[src/common/psfs_pkg.sv]
// constants, register map and types shared by the power switch fault sequencer
package psfs_pkg;
   // ------------------------------------------------------------
   // clock and internal timebase
   // ------------------------------------------------------------
   localparam int CLK_HZ = 20_000_000;
   localparam int CLK_PER_US = CLK_HZ / 1_000_000;
   localparam int TICK_US = 1000;
   localparam int TICK_CYCLES = CLK_PER_US * TICK_US;
   // ------------------------------------------------------------
   // delay intervals in ms, and in ticks (least times round up)
   // ------------------------------------------------------------
   localparam int FILTER_SHORT_MS = 32;
   localparam int SURGE_MS = 128;
   localparam int HOLD_LONG_MS = 128;
   localparam int UV_QUAL_MS = 32;
   localparam int UV_RECOVER_MS = 128;
   localparam int FILTER_SHORT_TICKS = (FILTER_SHORT_MS * 1000 + TICK_US - 1) / TICK_US;
   localparam int SURGE_TICKS = (SURGE_MS * 1000 + TICK_US - 1) / TICK_US;
   localparam int HOLD_LONG_TICKS = (HOLD_LONG_MS * 1000 + TICK_US - 1) / TICK_US;
   localparam int UV_QUAL_TICKS = (UV_QUAL_MS * 1000 + TICK_US - 1) / TICK_US;
   localparam int UV_RECOVER_TICKS = (UV_RECOVER_MS * 1000 + TICK_US - 1) / TICK_US;
   // ------------------------------------------------------------
   // soft-start ramp
   // ------------------------------------------------------------
   localparam int GATE_W = 8;
   localparam logic [GATE_W-1:0] GATE_MAX = 8'hFF;
   localparam int RISE_US = 1000;
   localparam int RAMP_STEP_CYCLES = RISE_US * CLK_PER_US / 255;
   // ------------------------------------------------------------
   // register map
   // ------------------------------------------------------------
   localparam int ADDR_W = 4;
   localparam logic [ADDR_W-1:0] OFS_CTRL = 4'h0;
   localparam logic [ADDR_W-1:0] OFS_STATE = 4'h4;
   localparam logic [ADDR_W-1:0] OFS_IRQ_STATUS = 4'h8;
   localparam logic [ADDR_W-1:0] OFS_IRQ_MASK = 4'hC;
   localparam int CTRL_INHIBIT_BIT = 0;
   localparam int ST_ON_BIT = 0;
   localparam int ST_FAULT_BIT = 1;
   localparam int ST_UV_BIT = 2;
   localparam int ST_THERM_BIT = 3;
   localparam int ST_SURGE_BIT = 4;
   localparam int EV_W = 4;
   localparam int EV_FAULT_BIT = 0;
   localparam int EV_UV_BIT = 1;
   localparam int EV_THERM_BIT = 2;
   localparam int EV_LOCKOUT_BIT = 3;
   localparam logic [1:0] RESP_OKAY = 2'h0;
   localparam logic [1:0] RESP_SLVERR = 2'h2;
   // ------------------------------------------------------------
   // switch sequencing states
   // ------------------------------------------------------------
   typedef enum logic [2:0] {
      PSFS_OFF,
      PSFS_RAMP,
      PSFS_ON,
      PSFS_UV_WAIT,
      PSFS_THERM
   } psfs_state_t;
endpackage

[src/common/psfs_tmr_if.sv]
// control handshake between the sequencer and one interval timer
`timescale 1ns/1ns
`default_nettype none
interface psfs_tmr_if;
   logic tick;
   logic run;
   logic expired;
   modport ctl (output tick, output run, input expired);
   modport timer (input tick, input run, output expired);
endinterface // psfs_tmr_if
`default_nettype wire

[src/verilog/psfs_sequencer.sv]
// protection and sequencing logic of a current-limited high-side load switch
// Contract
// - below lockout threshold: switch off, inputs ignored
// - undervoltage held qualifying time turns switch off
// - after recovery interval switch turns back on
// - undervoltage off/on cycle repeats while low
// - enable turns switch on, polarity build option
// - fault flag open-drain, active low, after qualification
// - short variant: fault after short filter delay
// - short variant: flag held short delay after clear
// - surge variant: fault only if limiting at end
// - surge variant: flag held long delay after clear
// - surge variant: surges within period raise nothing
// - secondary limit during surge period, primary after
// - temperature trip: switch off, fault asserted
// - cooled to lower trip: switch back on
// - thermal cycling continues, never latches off
// - turn-on goes through soft-start ramp
//
// The AXI4-Lite interface to the registers and the register offsets were chosen for this implementation.
`timescale 1ns/1ns
`default_nettype none
module psfs_sequencer #(
   parameter int TICK_CYCLES = psfs_pkg::TICK_CYCLES,
   parameter bit ENABLE_ACTIVE_HIGH = 1'b1,
   parameter bit SURGE_VARIANT = 1'b0,
   parameter int RAMP_STEP_CYCLES = psfs_pkg::RAMP_STEP_CYCLES
) (
   // clock and reset
   input wire logic aclk,
   input wire logic aresetn,
   // comparators and enable pin
   input wire logic supply_ok_i,
   input wire logic enable_pin_i,
   input wire logic variable_input_undervoltage_i,
   input wire logic over_limit_i,
   input wire logic temp_trip_i,
   input wire logic temp_cooled_i,
   // switch drive
   output logic switch_on_o,
   output logic [psfs_pkg::GATE_W-1:0] gate_level_o,
   output logic secondary_limit_o,
   // fault line, open drain
   output logic fault_n_o,
   output logic fault_n_oe,
   // interrupt
   output logic irq_o,
   // axi4-lite write
   input wire logic [psfs_pkg::ADDR_W-1:0] s_axi_awaddr,
   input wire logic s_axi_awvalid,
   output logic s_axi_awready,
   input wire logic [31:0] s_axi_wdata,
   input wire logic [3:0] s_axi_wstrb,
   input wire logic s_axi_wvalid,
   output logic s_axi_wready,
   output logic [1:0] s_axi_bresp,
   output logic s_axi_bvalid,
   input wire logic s_axi_bready,
   // axi4-lite read
   input wire logic [psfs_pkg::ADDR_W-1:0] s_axi_araddr,
   input wire logic s_axi_arvalid,
   output logic s_axi_arready,
   output logic [31:0] s_axi_rdata,
   output logic [1:0] s_axi_rresp,
   output logic s_axi_rvalid,
   input wire logic s_axi_rready
);
   import psfs_pkg::*;

   // ------------------------------------------------------------
   // build-time checks
   // ------------------------------------------------------------
   if (RAMP_STEP_CYCLES < 1) begin : g_bad_ramp
      $error("ramp step must be at least one cycle");
   end

   localparam int RCW = $clog2(RAMP_STEP_CYCLES + 1);
   localparam int QUAL_TICKS = SURGE_VARIANT ? SURGE_TICKS : FILTER_SHORT_TICKS;
   localparam int HOLD_TICKS = SURGE_VARIANT ? HOLD_LONG_TICKS : FILTER_SHORT_TICKS;

   // timer slot limits: qualify, hold, undervoltage, recovery
   function automatic int tmr_limit(input int idx);
      case (idx)
         0: tmr_limit = QUAL_TICKS;
         1: tmr_limit = HOLD_TICKS;
         2: tmr_limit = UV_QUAL_TICKS;
         default: tmr_limit = UV_RECOVER_TICKS;
      endcase
   endfunction

   // word decode, shared by the write and read paths
   function automatic logic addr_hit(input logic [ADDR_W-1:0] a, input logic [ADDR_W-1:0] ofs);
      addr_hit = (a[ADDR_W-1:2] == ofs[ADDR_W-1:2]);
   endfunction

   // ------------------------------------------------------------
   // declarations
   // ------------------------------------------------------------
   psfs_state_t state_reg, state_next;
   logic tick;
   logic qual_exp, hold_exp, uv_exp, rec_exp;
   logic fault_reg, fault_next;
   logic inhibit_reg;
   logic [EV_W-1:0] status_reg, status_next, mask_reg, mask_next, events;
   logic supply_prev_reg;
   logic [RCW-1:0] ramp_cnt_reg;
   logic ramp_step, ramp_done;
   logic en_active, run_ok, conducting, conducting_next, cond_active;
   logic aw_hold_reg, w_hold_reg, aw_take, w_take, aw_have, w_have, wr_fire, rd_fire;
   logic [ADDR_W-1:0] awaddr_reg, wr_addr;
   logic [31:0] wdata_reg, wr_data;
   logic wstrb0_reg, wr_lane0;
   logic wr_ctrl, wr_status, wr_mask, wr_mapped, rd_mapped;
   logic [31:0] rd_word;
   logic [GATE_W-1:0] gate_next;

   // ------------------------------------------------------------
   // timebase and interval timers
   // ------------------------------------------------------------
   psfs_tick_gen #(.TICK_CYCLES(TICK_CYCLES)) u_tick (
      .aclk(aclk),
      .aresetn(aresetn),
      .tick_o(tick)
   );

   psfs_tmr_if tmr[4] ();

   // all intervals count the same tick
   for (genvar i = 0; i < 4; i++) begin : g_tmr
      assign tmr[i].tick = tick;
      psfs_qual_timer #(.LIMIT(tmr_limit(i))) u_tmr (
         .aclk(aclk),
         .aresetn(aresetn),
         .tmr(tmr[i].timer)
      );
   end

   // timer run conditions; a false run restarts the count
   assign cond_active = (conducting && over_limit_i) || (state_reg == PSFS_THERM);
   assign tmr[0].run = supply_ok_i && conducting && over_limit_i;
   assign tmr[1].run = supply_ok_i && fault_reg && !cond_active;
   assign tmr[2].run = supply_ok_i && conducting && variable_input_undervoltage_i;
   assign tmr[3].run = supply_ok_i && (state_reg == PSFS_UV_WAIT);
   assign qual_exp = tmr[0].expired;
   assign hold_exp = tmr[1].expired;
   assign uv_exp = tmr[2].expired;
   assign rec_exp = tmr[3].expired;

   // ------------------------------------------------------------
   // switch sequencing
   // ------------------------------------------------------------
   assign en_active = (enable_pin_i == ENABLE_ACTIVE_HIGH);
   assign run_ok = supply_ok_i && en_active && !inhibit_reg;
   assign conducting = (state_reg == PSFS_RAMP) || (state_reg == PSFS_ON);
   assign conducting_next = (state_next == PSFS_RAMP) || (state_next == PSFS_ON);
   assign ramp_step = (ramp_cnt_reg == RCW'(RAMP_STEP_CYCLES - 1));
   assign ramp_done = (gate_level_o == GATE_MAX);

   // thermal trip outranks undervoltage, both outrank ramp completion
   always_comb begin
      state_next = state_reg;
      case (state_reg)
         PSFS_OFF: begin
            if (run_ok) state_next = PSFS_RAMP;
         end
         PSFS_RAMP, PSFS_ON: begin
            if (!run_ok) state_next = PSFS_OFF;
            else if (temp_trip_i) state_next = PSFS_THERM;
            else if (uv_exp) state_next = PSFS_UV_WAIT;
            else if (state_reg == PSFS_RAMP && ramp_done) state_next = PSFS_ON;
         end
         PSFS_UV_WAIT: begin
            if (rec_exp) state_next = run_ok ? PSFS_RAMP : PSFS_OFF;
         end
         PSFS_THERM: begin
            if (temp_cooled_i) state_next = run_ok ? PSFS_RAMP : PSFS_OFF;
         end
         default: state_next = PSFS_OFF;
      endcase
      if (!supply_ok_i) state_next = PSFS_OFF;
   end

   // gate drive: stepped ramp on every turn-on, zero when off
   assign gate_next = !conducting_next ? '0 :
                      (state_next == PSFS_ON) ? GATE_MAX :
                      (ramp_step && !ramp_done) ? gate_level_o + 1'b1 : gate_level_o;

   always_ff @(posedge aclk) begin
      if (!aresetn) begin
         state_reg <= PSFS_OFF;
         switch_on_o <= 1'b0;
         gate_level_o <= '0;
         ramp_cnt_reg <= '0;
      end else begin
         state_reg <= state_next;
         switch_on_o <= conducting_next;
         gate_level_o <= gate_next;
         ramp_cnt_reg <= (ramp_step || state_next != PSFS_RAMP) ? '0 : ramp_cnt_reg + 1'b1;
      end
   end

   // ------------------------------------------------------------
   // fault flag and current limit selection
   // ------------------------------------------------------------
   // set wins over the hold release; lockout clears the flag
   assign fault_next = !supply_ok_i ? 1'b0 :
                       (qual_exp || state_next == PSFS_THERM) ? 1'b1 :
                       hold_exp ? 1'b0 : fault_reg;

   // line only ever pulled low; the pull-up lives outside
   always_ff @(posedge aclk) begin
      if (!aresetn) begin
         fault_reg <= 1'b0;
         fault_n_o <= 1'b0;
         fault_n_oe <= 1'b0;
         secondary_limit_o <= 1'b0;
      end else begin
         fault_reg <= fault_next;
         fault_n_o <= 1'b0;
         fault_n_oe <= fault_next;
         secondary_limit_o <= SURGE_VARIANT && conducting_next && !qual_exp;
      end
   end

   // ------------------------------------------------------------
   // events and interrupt
   // ------------------------------------------------------------
   assign events[EV_FAULT_BIT] = fault_next && !fault_reg;
   assign events[EV_UV_BIT] = (state_next == PSFS_UV_WAIT) && (state_reg != PSFS_UV_WAIT);
   assign events[EV_THERM_BIT] = (state_next == PSFS_THERM) && (state_reg != PSFS_THERM);
   assign events[EV_LOCKOUT_BIT] = supply_prev_reg && !supply_ok_i;
   // write-one-to-clear; a same-cycle event keeps its bit
   assign status_next = (status_reg & ~(wr_status ? wr_data[EV_W-1:0] : '0)) | events;
   assign mask_next = wr_mask ? wr_data[EV_W-1:0] : mask_reg;

   always_ff @(posedge aclk) begin
      if (!aresetn) begin
         status_reg <= '0;
         mask_reg <= '0;
         inhibit_reg <= 1'b0;
         supply_prev_reg <= 1'b0;
         irq_o <= 1'b0;
      end else begin
         status_reg <= status_next;
         mask_reg <= mask_next;
         inhibit_reg <= wr_ctrl ? wr_data[CTRL_INHIBIT_BIT] : inhibit_reg;
         supply_prev_reg <= supply_ok_i;
         irq_o <= |(status_next & mask_next);
      end
   end

   // ------------------------------------------------------------
   // axi4-lite slave
   // ------------------------------------------------------------
   // address and data may arrive in either order; one write in flight
   assign aw_take = s_axi_awvalid && s_axi_awready;
   assign w_take = s_axi_wvalid && s_axi_wready;
   assign aw_have = aw_hold_reg || aw_take;
   assign w_have = w_hold_reg || w_take;
   assign wr_fire = aw_have && w_have && !s_axi_bvalid;
   assign wr_addr = aw_hold_reg ? awaddr_reg : s_axi_awaddr;
   assign wr_data = w_hold_reg ? wdata_reg : s_axi_wdata;
   assign wr_lane0 = w_hold_reg ? wstrb0_reg : s_axi_wstrb[0];
   assign wr_mapped = addr_hit(wr_addr, OFS_CTRL) || addr_hit(wr_addr, OFS_STATE) ||
                      addr_hit(wr_addr, OFS_IRQ_STATUS) || addr_hit(wr_addr, OFS_IRQ_MASK);
   assign wr_ctrl = wr_fire && wr_lane0 && addr_hit(wr_addr, OFS_CTRL);
   assign wr_status = wr_fire && wr_lane0 && addr_hit(wr_addr, OFS_IRQ_STATUS);
   assign wr_mask = wr_fire && wr_lane0 && addr_hit(wr_addr, OFS_IRQ_MASK);

   always_ff @(posedge aclk) begin
      if (!aresetn) begin
         aw_hold_reg <= 1'b0;
         w_hold_reg <= 1'b0;
         awaddr_reg <= '0;
         wdata_reg <= '0;
         wstrb0_reg <= 1'b0;
         s_axi_awready <= 1'b0;
         s_axi_wready <= 1'b0;
         s_axi_bvalid <= 1'b0;
         s_axi_bresp <= RESP_OKAY;
      end else begin
         aw_hold_reg <= aw_have && !wr_fire;
         w_hold_reg <= w_have && !wr_fire;
         if (aw_take) awaddr_reg <= s_axi_awaddr;
         if (w_take) wdata_reg <= s_axi_wdata;
         if (w_take) wstrb0_reg <= s_axi_wstrb[0];
         s_axi_awready <= !(aw_have && !wr_fire) && !(wr_fire || (s_axi_bvalid && !s_axi_bready));
         s_axi_wready <= !(w_have && !wr_fire) && !(wr_fire || (s_axi_bvalid && !s_axi_bready));
         s_axi_bvalid <= wr_fire || (s_axi_bvalid && !s_axi_bready);
         if (wr_fire) s_axi_bresp <= wr_mapped ? RESP_OKAY : RESP_SLVERR;
      end
   end

   // read mux; the state word shows live sequencing status
   assign rd_fire = s_axi_arvalid && s_axi_arready;
   assign rd_mapped = addr_hit(s_axi_araddr, OFS_CTRL) || addr_hit(s_axi_araddr, OFS_STATE) ||
                      addr_hit(s_axi_araddr, OFS_IRQ_STATUS) || addr_hit(s_axi_araddr, OFS_IRQ_MASK);
   assign rd_word = addr_hit(s_axi_araddr, OFS_CTRL) ? {31'h00000000, inhibit_reg} :
                    addr_hit(s_axi_araddr, OFS_STATE) ?
                       {27'h0000000, secondary_limit_o, state_reg == PSFS_THERM,
                        state_reg == PSFS_UV_WAIT, fault_reg, switch_on_o} :
                    addr_hit(s_axi_araddr, OFS_IRQ_STATUS) ? {28'h0000000, status_reg} :
                    addr_hit(s_axi_araddr, OFS_IRQ_MASK) ? {28'h0000000, mask_reg} : 32'h00000000;

   always_ff @(posedge aclk) begin
      if (!aresetn) begin
         s_axi_arready <= 1'b0;
         s_axi_rvalid <= 1'b0;
         s_axi_rdata <= 32'h00000000;
         s_axi_rresp <= RESP_OKAY;
      end else begin
         s_axi_arready <= !(rd_fire || (s_axi_rvalid && !s_axi_rready));
         s_axi_rvalid <= rd_fire || (s_axi_rvalid && !s_axi_rready);
         if (rd_fire) s_axi_rdata <= rd_word;
         if (rd_fire) s_axi_rresp <= rd_mapped ? RESP_OKAY : RESP_SLVERR;
      end
   end
endmodule // psfs_sequencer
`default_nettype wire

[src/verilog/psfs_tick_gen.sv]
// prescaler producing the one-cycle internal timebase tick
`timescale 1ns/1ns
`default_nettype none
module psfs_tick_gen #(
   parameter int TICK_CYCLES = psfs_pkg::TICK_CYCLES
) (
   // clock and reset
   input wire logic aclk,
   input wire logic aresetn,
   // timebase
   output logic tick_o
);
   import psfs_pkg::*;
   localparam int CW = $clog2(TICK_CYCLES + 1);
   logic [CW-1:0] cnt_reg;

   if (TICK_CYCLES < 1) begin : g_bad
      $error("tick period must be at least one cycle");
   end

   // free-running divider, so every interval shares one phase
   always_ff @(posedge aclk) begin
      if (!aresetn) begin
         cnt_reg <= '0;
         tick_o <= 1'b0;
      end else begin
         tick_o <= (cnt_reg == CW'(TICK_CYCLES - 1));
         cnt_reg <= (cnt_reg == CW'(TICK_CYCLES - 1)) ? '0 : cnt_reg + 1'b1;
      end
   end
endmodule // psfs_tick_gen
`default_nettype wire

[src/verilog/psfs_qual_timer.sv]
// interval timer: counts ticks while run is high, restarts when run drops
`timescale 1ns/1ns
`default_nettype none
module psfs_qual_timer #(
   parameter int LIMIT = 32
) (
   // clock and reset
   input wire logic aclk,
   input wire logic aresetn,
   // control
   psfs_tmr_if.timer tmr
);
   localparam int CW = $clog2(LIMIT + 1);
   logic [CW-1:0] cnt_reg;
   logic expired_reg;

   if (LIMIT < 1) begin : g_bad
      $error("timer limit must be at least one tick");
   end

   // expired stays high until run falls; a dropped run loses all progress
   always_ff @(posedge aclk) begin
      if (!aresetn || !tmr.run) begin
         cnt_reg <= '0;
         expired_reg <= 1'b0;
      end else if (tmr.tick && !expired_reg) begin
         cnt_reg <= cnt_reg + 1'b1;
         expired_reg <= (cnt_reg == CW'(LIMIT - 1));
      end
   end

   assign tmr.expired = expired_reg;
endmodule // psfs_qual_timer
`default_nettype wire

[config.mk]
export PLATFORM = sky130hd
export DESIGN_NAME = psfs_sequencer
export DESIGN_NICKNAME = d
export VERILOG_FILES = /design/src/common/psfs_pkg.sv /design/src/common/psfs_tmr_if.sv /design/src/verilog/psfs_sequencer.sv /design/src/verilog/psfs_tick_gen.sv /design/src/verilog/psfs_qual_timer.sv
export SDC_FILE = /design/constraint.sdc
export NUM_CORES = 1
export LEC_CHECK = 0
export ABC_CLOCK_PERIOD_IN_PS = 2300
export BUFFER_PORTS_ARGS = -buffer_cell sky130_fd_sc_hd__buf_2
export CAP_MARGIN = 25
export CORE_ASPECT_RATIO = 1.4
export CORE_UTILIZATION = 53
export CTS_CLUSTER_SIZE = 8
export DETAILED_ROUTE_END_ITERATION = 10
export PLACE_DENSITY = 0.79
export SLEW_MARGIN = 30
export SYNTH_ARGS = -nofsm -noshare
export SYNTH_HDL_FRONTEND = slang
export SYNTH_SLANG_ARGS = --single-unit
[constraint.sdc]
create_clock -name aclk -period 2.3 [get_ports aclk]
set_input_delay 0.23 -clock aclk [delete_from_list [all_inputs] [get_ports aclk]]
set_output_delay 0.23 -clock aclk [all_outputs]
set_load 0.01 [all_outputs]
# --- After elaboration in Yosys (flattened, before gate mapping) ---
# Index checks and enable logic that the tools add are counted.
# Widths: inputs -> output; s select.
word_totals:
  reg_bits: 129
  in_bits: 57
  out_inout_bits: 54
  elab_cells: 179
op_classes:
  addsub: 7
  eq_ne: 24
  mux: 26
  bitwise: 5
  reduce_logical: 84
ops:
  columns: ["cell", "n"]
  rows:
  - ["$logic_and 1x1->1", 34]
  - ["$mux 4", 8]
  - ["$mux 3", 8]
  - ["$logic_not 1->1", 22]
  - ["$logic_or 1x1->1", 19]
  - ["$add 6x1->6 const B", 3]
  - ["$eq 6x5->1 const B", 3]
  - ["$add 8x1->8 const B", 2]
  - ["$mux 8", 2]
  - ["$add 15x1->15 const B", 1]
  - ["$eq 15x15->1 const B", 1]
  - ["$eq 3x2->1 const B", 4]
  - ["$pmux 3 s4", 1]
  - ["$and 4x4->4", 2]
  - ["$eq 2x2->1 const B", 4]
  - ["$eq 8x7->1 const B", 1]
  - ["$eq 8x8->1 const B", 1]
  - ["$add 7x1->7 const B", 1]
  - ["$eq 7x7->1 const B", 1]
  - ["$eq 3x1->1 const B", 2]
  - ["$eq 3x3->1 const B", 2]
  - ["$reduce_or 2->1", 3]
  - ["$mux 1", 5]
  - ["$eq 2x1->1 const B", 2]
  - ["other kinds (12)", 14]

# --- Depth between registers and ports, before layout ---
logic_depth:
  depth_word: 16
  mapped_depth: 8

# --- Cells and area by module ---
# From an unflattened synthesis, not the netlist that was laid out.
unflattened:
  hier_cells: 520
  hier_area_um2: 4638.2
by_module_without_submodules:
  columns: ["module", "instances", "cells_each", "area_per_inst_um2", "seq_area_each_um2"]
  rows:
  - ["psfs_sequencer", 1, 298, 2636.3, 1021.0]
  - ["psfs_qual_timer at g_tmr[0].u_tmr ...", 3, 34, 301.5, 140.1]
  - ["psfs_tick_gen", 1, 76, 689.4, 320.3]
  - ["psfs_qual_timer at g_tmr[3].u_tmr", 1, 44, 407.9, 180.2]

# --- Worst setup path before layout ---
# No wires, ideal clock.
synth_timing:
  kind: "reg-to-reg"
  from: "register gate_level_o[0] in the netlist's numbering"
  to: "register gate_level_o[7] in the netlist's numbering"
  setup_ns: 0.126
  t_arrival_ns: 1.874
  t_required_ns: 2.174
  slack_ns: 0.300
  stages_incl_launch_ff: 8
  path_buffers: 0
  synth_period_minus_slack_ns: 2.000
  cell_sequence: "dfxtp_1 > ha_1 > and3_1 > a211oi_1 > nand4_1 > nor2_1 > xnor2_1 > o21ai_0"
synth_between:
  elab_chain_cells: 11
  elab_cells_between_ends: 18
  cone_classes: "1 x add/sub; 3 x eq/ne; 8 x mux; 6 x reduce/logical"
synth_rtl:
  columns: ["element", "line_no", "source"]
  rows:
  - ["from (decl)", "psfs_sequencer.sv:41", "output logic [psfs_pkg::GATE_W-1:0] gate_level_o,"]
  - ["from (signal assigned)", "psfs_sequencer.sv:197", "gate_level_o <= gate_next;"]
  - ["$eq 8x8->1", "psfs_sequencer.sv:157", "assign ramp_done = (gate_level_o == GATE_MAX);"]
  - ["$logic_and 1x1->1", "psfs_sequencer.sv:170", "else if (state_reg == PSFS_RAMP && ramp_done) state_next = PSFS_ON;"]
  - ["$mux 3", "psfs_sequencer.sv:170", null]
  - ["$mux 3", "psfs_sequencer.sv:169", "else if (uv_exp) state_next = PSFS_UV_WAIT;"]
  - ["$mux 3", "psfs_sequencer.sv:168", "else if (temp_trip_i) state_next = PSFS_THERM;"]
  - ["$mux 3", "psfs_sequencer.sv:167", "if (!run_ok) state_next = PSFS_OFF;"]
  - ["$pmux 3 s4", "psfs_sequencer.sv:162", "case (state_reg)"]
  - ["$mux 3", "psfs_sequencer.sv:180", "if (!supply_ok_i) state_next = PSFS_OFF;"]
  - ["$eq 3x1->1 or $eq 3x2->1 (tied branches)", "psfs_sequencer.sv:155, psfs_sequencer.sv:185", null]
  - ["$logic_or 1x1->1", "psfs_sequencer.sv:155", "assign conducting_next = (state_next == PSFS_RAMP) || (state_next == PSFS_ON);"]
  - ["$reduce_and 2->1 (no line)", null, null]
# Parallel ways exist; a longest one is shown, timed or not. The select of a mux whose other input is x is not followed.
# A chain may end at the register's enable or synchronous reset.

# --- Final worst setup path ---
layout_timing:
  from: "register state_reg[0]"
  to: "register irq_o"
layout_between:
  elab_chain_cells: 16
  elab_cells_between_ends: 29
  cone_classes: "8 x eq/ne; 11 x mux; 2 x bitwise; 8 x reduce/logical"
layout_rtl:
  columns: ["element", "line_no", "source"]
  rows:
  - ["from (decl)", "psfs_sequencer.sv:99", "psfs_state_t state_reg, state_next;"]
  - ["from (signal assigned)", "psfs_sequencer.sv:195", "state_reg <= state_next;"]
  - ["$eq 3x1->1", "psfs_sequencer.sv:162, psfs_sequencer.sv:170", null]
  - ["$logic_and 1x1->1", "psfs_sequencer.sv:170", null]
  - ["$mux 3", "psfs_sequencer.sv:170", null]
  - ["$mux 3", "psfs_sequencer.sv:169", null]
  - ["$mux 3", "psfs_sequencer.sv:168", null]
  - ["$mux 3", "psfs_sequencer.sv:167", null]
  - ["$pmux 3 s4", "psfs_sequencer.sv:162", null]
  - ["$mux 3", "psfs_sequencer.sv:180", null]
  - ["$eq 3x3->1", "psfs_sequencer.sv:207, psfs_sequencer.sv:230", null]
  - ["$logic_or 1x1->1", "psfs_sequencer.sv:207", "(qual_exp || state_next == PSFS_THERM) ? 1'b1 :"]
  - ["$mux 1", "psfs_sequencer.sv:207", null]
  - ["$mux 1", "psfs_sequencer.sv:206", "assign fault_next = !supply_ok_i ? 1'b0 :"]
  - ["$logic_and 1x1->1", "psfs_sequencer.sv:228", "assign events[EV_FAULT_BIT] = fault_next && !fault_reg;"]
  - ["$or 4x4->4 (*)", "psfs_sequencer.sv:233", "assign status_next = (status_reg & ~(wr_status ? wr_data[EV_W-1:0] : '0)) | events;"]
  - ["$and 4x4->4 (*)", "psfs_sequencer.sv:248", "irq_o <= |(status_next & mask_next);"]
  - ["$reduce_or 4->1 (*)", "psfs_sequencer.sv:248", null]
  - ["to (signal assigned)", "psfs_sequencer.sv:248", null]
  - ["to (decl)", "psfs_sequencer.sv:47", "output logic irq_o,"]
# Mark *: on every way between the ends. The rest lies on a longest branch, timed or not.

==> metrics.txt <==
crit path time final around 2.1 ns; commonest non-fill, non-tap cells in the layout dfxtp_1, nor2_1, nand2_1, buf_2, conb_1; Area Growth Syn to Fin 11.8%; Most used DFF post-synth dfxtp_1; P_int between 2 and 3 mW; starting density of the core 0.543; worst endpoint required time 2.55 ns; Yosys top cell area share 0.439; Final Max Tran Viols 0; final setup fails 0; Non-Filler Instances approximately 660; aggregate global-route resource usage 0.207; die area around 8700 µm²; Clock Sinks between 90 and 100; Avg Inst Size Synth around 8.7 µm²; H-Tree Depth 3; Final period util 0.921; clk_lat worst skew approximately 0.34 ns; CP Launch Type register; LEAKAGE a little under 2 nW; Worst-Margin Slew ~0.60 ns; first-pass GRT wire length about 14 mm; Rows 39; Switching Share 0.220; largest net degree at the start of global routing 21; Critical Setup Path Class reg2reg; vias in the first global route between 3000 and 4000; layout cells sized above 1 0.145; Die Wd 79.2 µm; placer congestion estimate about 0.85; Seq pwr share 0.529; detailed-route via count 3540; outcome finished clean; Cells after Synth a little over 500; initial antenna violation count 0; RSZ-0062 raised after global routing false; Max-Cap Viols 0; most common cell after layout, fill and taps aside dfxtp_1; total routed wirelength 8.43 mm; count of input and output buffers between 40 and 50; IO Count ~110; DP HPWL ~6.3 mm; HP Class in2reg; post-synth top area cell dfxtp_1; crit path launch state_reg[0]; Max transition margin 0.595; core area slightly above 8000 µm²; placed cells approximately 650; TritonCTS buffer count 9; Crit path arrival time ~2.4 ns; vias per std cell roughly 5.4; routed len/inst 12.8 µm; asr flop ratio synth 0; clock power share 0.414; ordered cell list for the critical path buf_4 > or4b_2 > o41ai_1 > o211a_1 > a211oi_1 > or3_1 > o2111ai_1; clk buf depth 2; CP Max Fanout 9; sequential area share after synthesis 0.439; number of flip-flops in the largest register 26; synth top area cells dfxtp_1, nor2_1, buf_4; PwrDens about 660 nW/µm²; worst reg2reg startpoint state_reg[0]; drt first-iter violations 130; Detail Route Antenna Nets 0; final-stage net count around 620; Worst Skew roughly 0.007 ns; drt pass-1 iters 4; Netlist Area Pre-Place 4430 µm²; GRT Residual Overflow 0; CTS tree yes; fill cell count slightly below 700; clock root buffer clkbuf_16; Seq cells post-synth 97; height of the die between 100 and 150 µm; Critical Path Sink Type register; Worst VDD drop 482 µV; number of flops mapped to enable cells by yosys 0; CP peak stage delay 0.60 ns; count of cell types in the netlist 52; hold_sp s_axi_wdata[2]; Worst-path clk slew around 0.060 ns; Final Hold Viols 0; Peak Freq about 470 MHz; DRC violation count after routing 0; Psw 0.722 mW; CP max stage cell or4b_2; Logic pwr share 0.057; Ant. Diodes 0; final core occ 0.607; Final TNS setup 0 ns; yosys warns 0
logic make-up after synthesis:
| kind of cell | synth area share |
|---|---|
| AND/OR/NAND/NOR | 0.246 |
| flip-flops | 0.439 |
| AO/OA/AOI/OAI | 0.0902 |
| buffers and inverters | 0.0780 |
| XOR/XNOR | 0.0831 |
| multiplexers | 0.0404 |
| adder cells (fa/ha/maj) | 0.0226 |
| other | 0.000847 |
routing by layer:
metal  global-route usage  part of all wire  vias to the layer above  wire length (µm)
met2                0.372              0.52                       81              4350
met1                0.222              0.42                     1661              3520
met3               0.0412             0.038                       18               318
met5                    0                 0                        -                 0
li1                     -                 -                     1780                 -
met4                0.127             0.028                        0               238
per-stage QoR:
| stage | cell area (µm²) | hold slack, ns | power [mW] | setup slack (ns) |
|---|---|---|---|---|
| 2_1_floorplan | 4540 | 0.367 | 1.93 | 0.300 |
| 6_report | 4950 | 0.151 | 3.28 | 0.181 |
| 3_5_place_dp | 4660 | 0.432 | 1.96 | 0.0620 |
| 5_1_grt | 4950 | 0.146 | 3.42 | 0.0509 |
| 4_1_cts | 4930 | 0.139 | 3.33 | 0.0495 |
| 3_3_place_gp | 4660 | 0.422 | 1.95 | 0.137 |
path summary, 6_finish.rpt:
check,end,cells after the start,slack [ns]
worst min register to register,s_axi_bresp[1],2,0.44
worst max-delay path,irq_o,7,0.18
worst max register to register,irq_o,7,0.18
worst min-delay path,wdata_reg[2],3,0.15
cell type report:
class                   count  area [µm²]  area share
clock buffers              12         256      0.0518
clock inverters             2        13.8     0.00278
inverters                  12        45.0     0.00910
multi-input cells         382        2270       0.458
flip-flops and latches     97        1940       0.393
well taps                 102         128      0.0258
repair buffers             54         298      0.0602
power groups by stage:
stage	sequential, mW	combinational [mW]	clock (mW)
floorplan	1.77	0.162	0
global placement	1.77	0.180	0
detailed placement	1.77	0.183	0
CTS	1.74	0.184	1.41
global route	1.74	0.210	1.47
finish	1.74	0.186	1.36
synthesized netlist by cell type, types with 4 or more instances:
cell      count
nand2_1      46
xor2_1       26
nand3_1      27
o21ai_0      19
clkbuf_1     10
nor3b_1       4
nor2_1       72
nand4_1      13
nor3_1        7
dfxtp_1      97
ha_1          8
a21oi_1      24
and3_1        7
a221oi_1      5
or3_1         9
mux2_2        5
buf_4        33
xnor2_1      16
mux2i_1      10
nand2b_1      4
nor2b_1      10
inv_1        11
critical path, delay by kind of cell, from the launching register on:
family / cells / cell delay [ns]
and+or+nand+nor: 2 / 0.93
buffers and inverters: 1 / 0.19
AOI/OAI and AO/OA: 4 / 0.52
DFF: 1 / 0.40
repair_timing:
action                                 CTS  global route
buffers inserted                         0             1
resized for setup                        0             3
hold buffers                             0             0
endpoints found under the hold margin    0             0
setup endpoints to repair                0            16
Power figures use the tool's default switching activity.
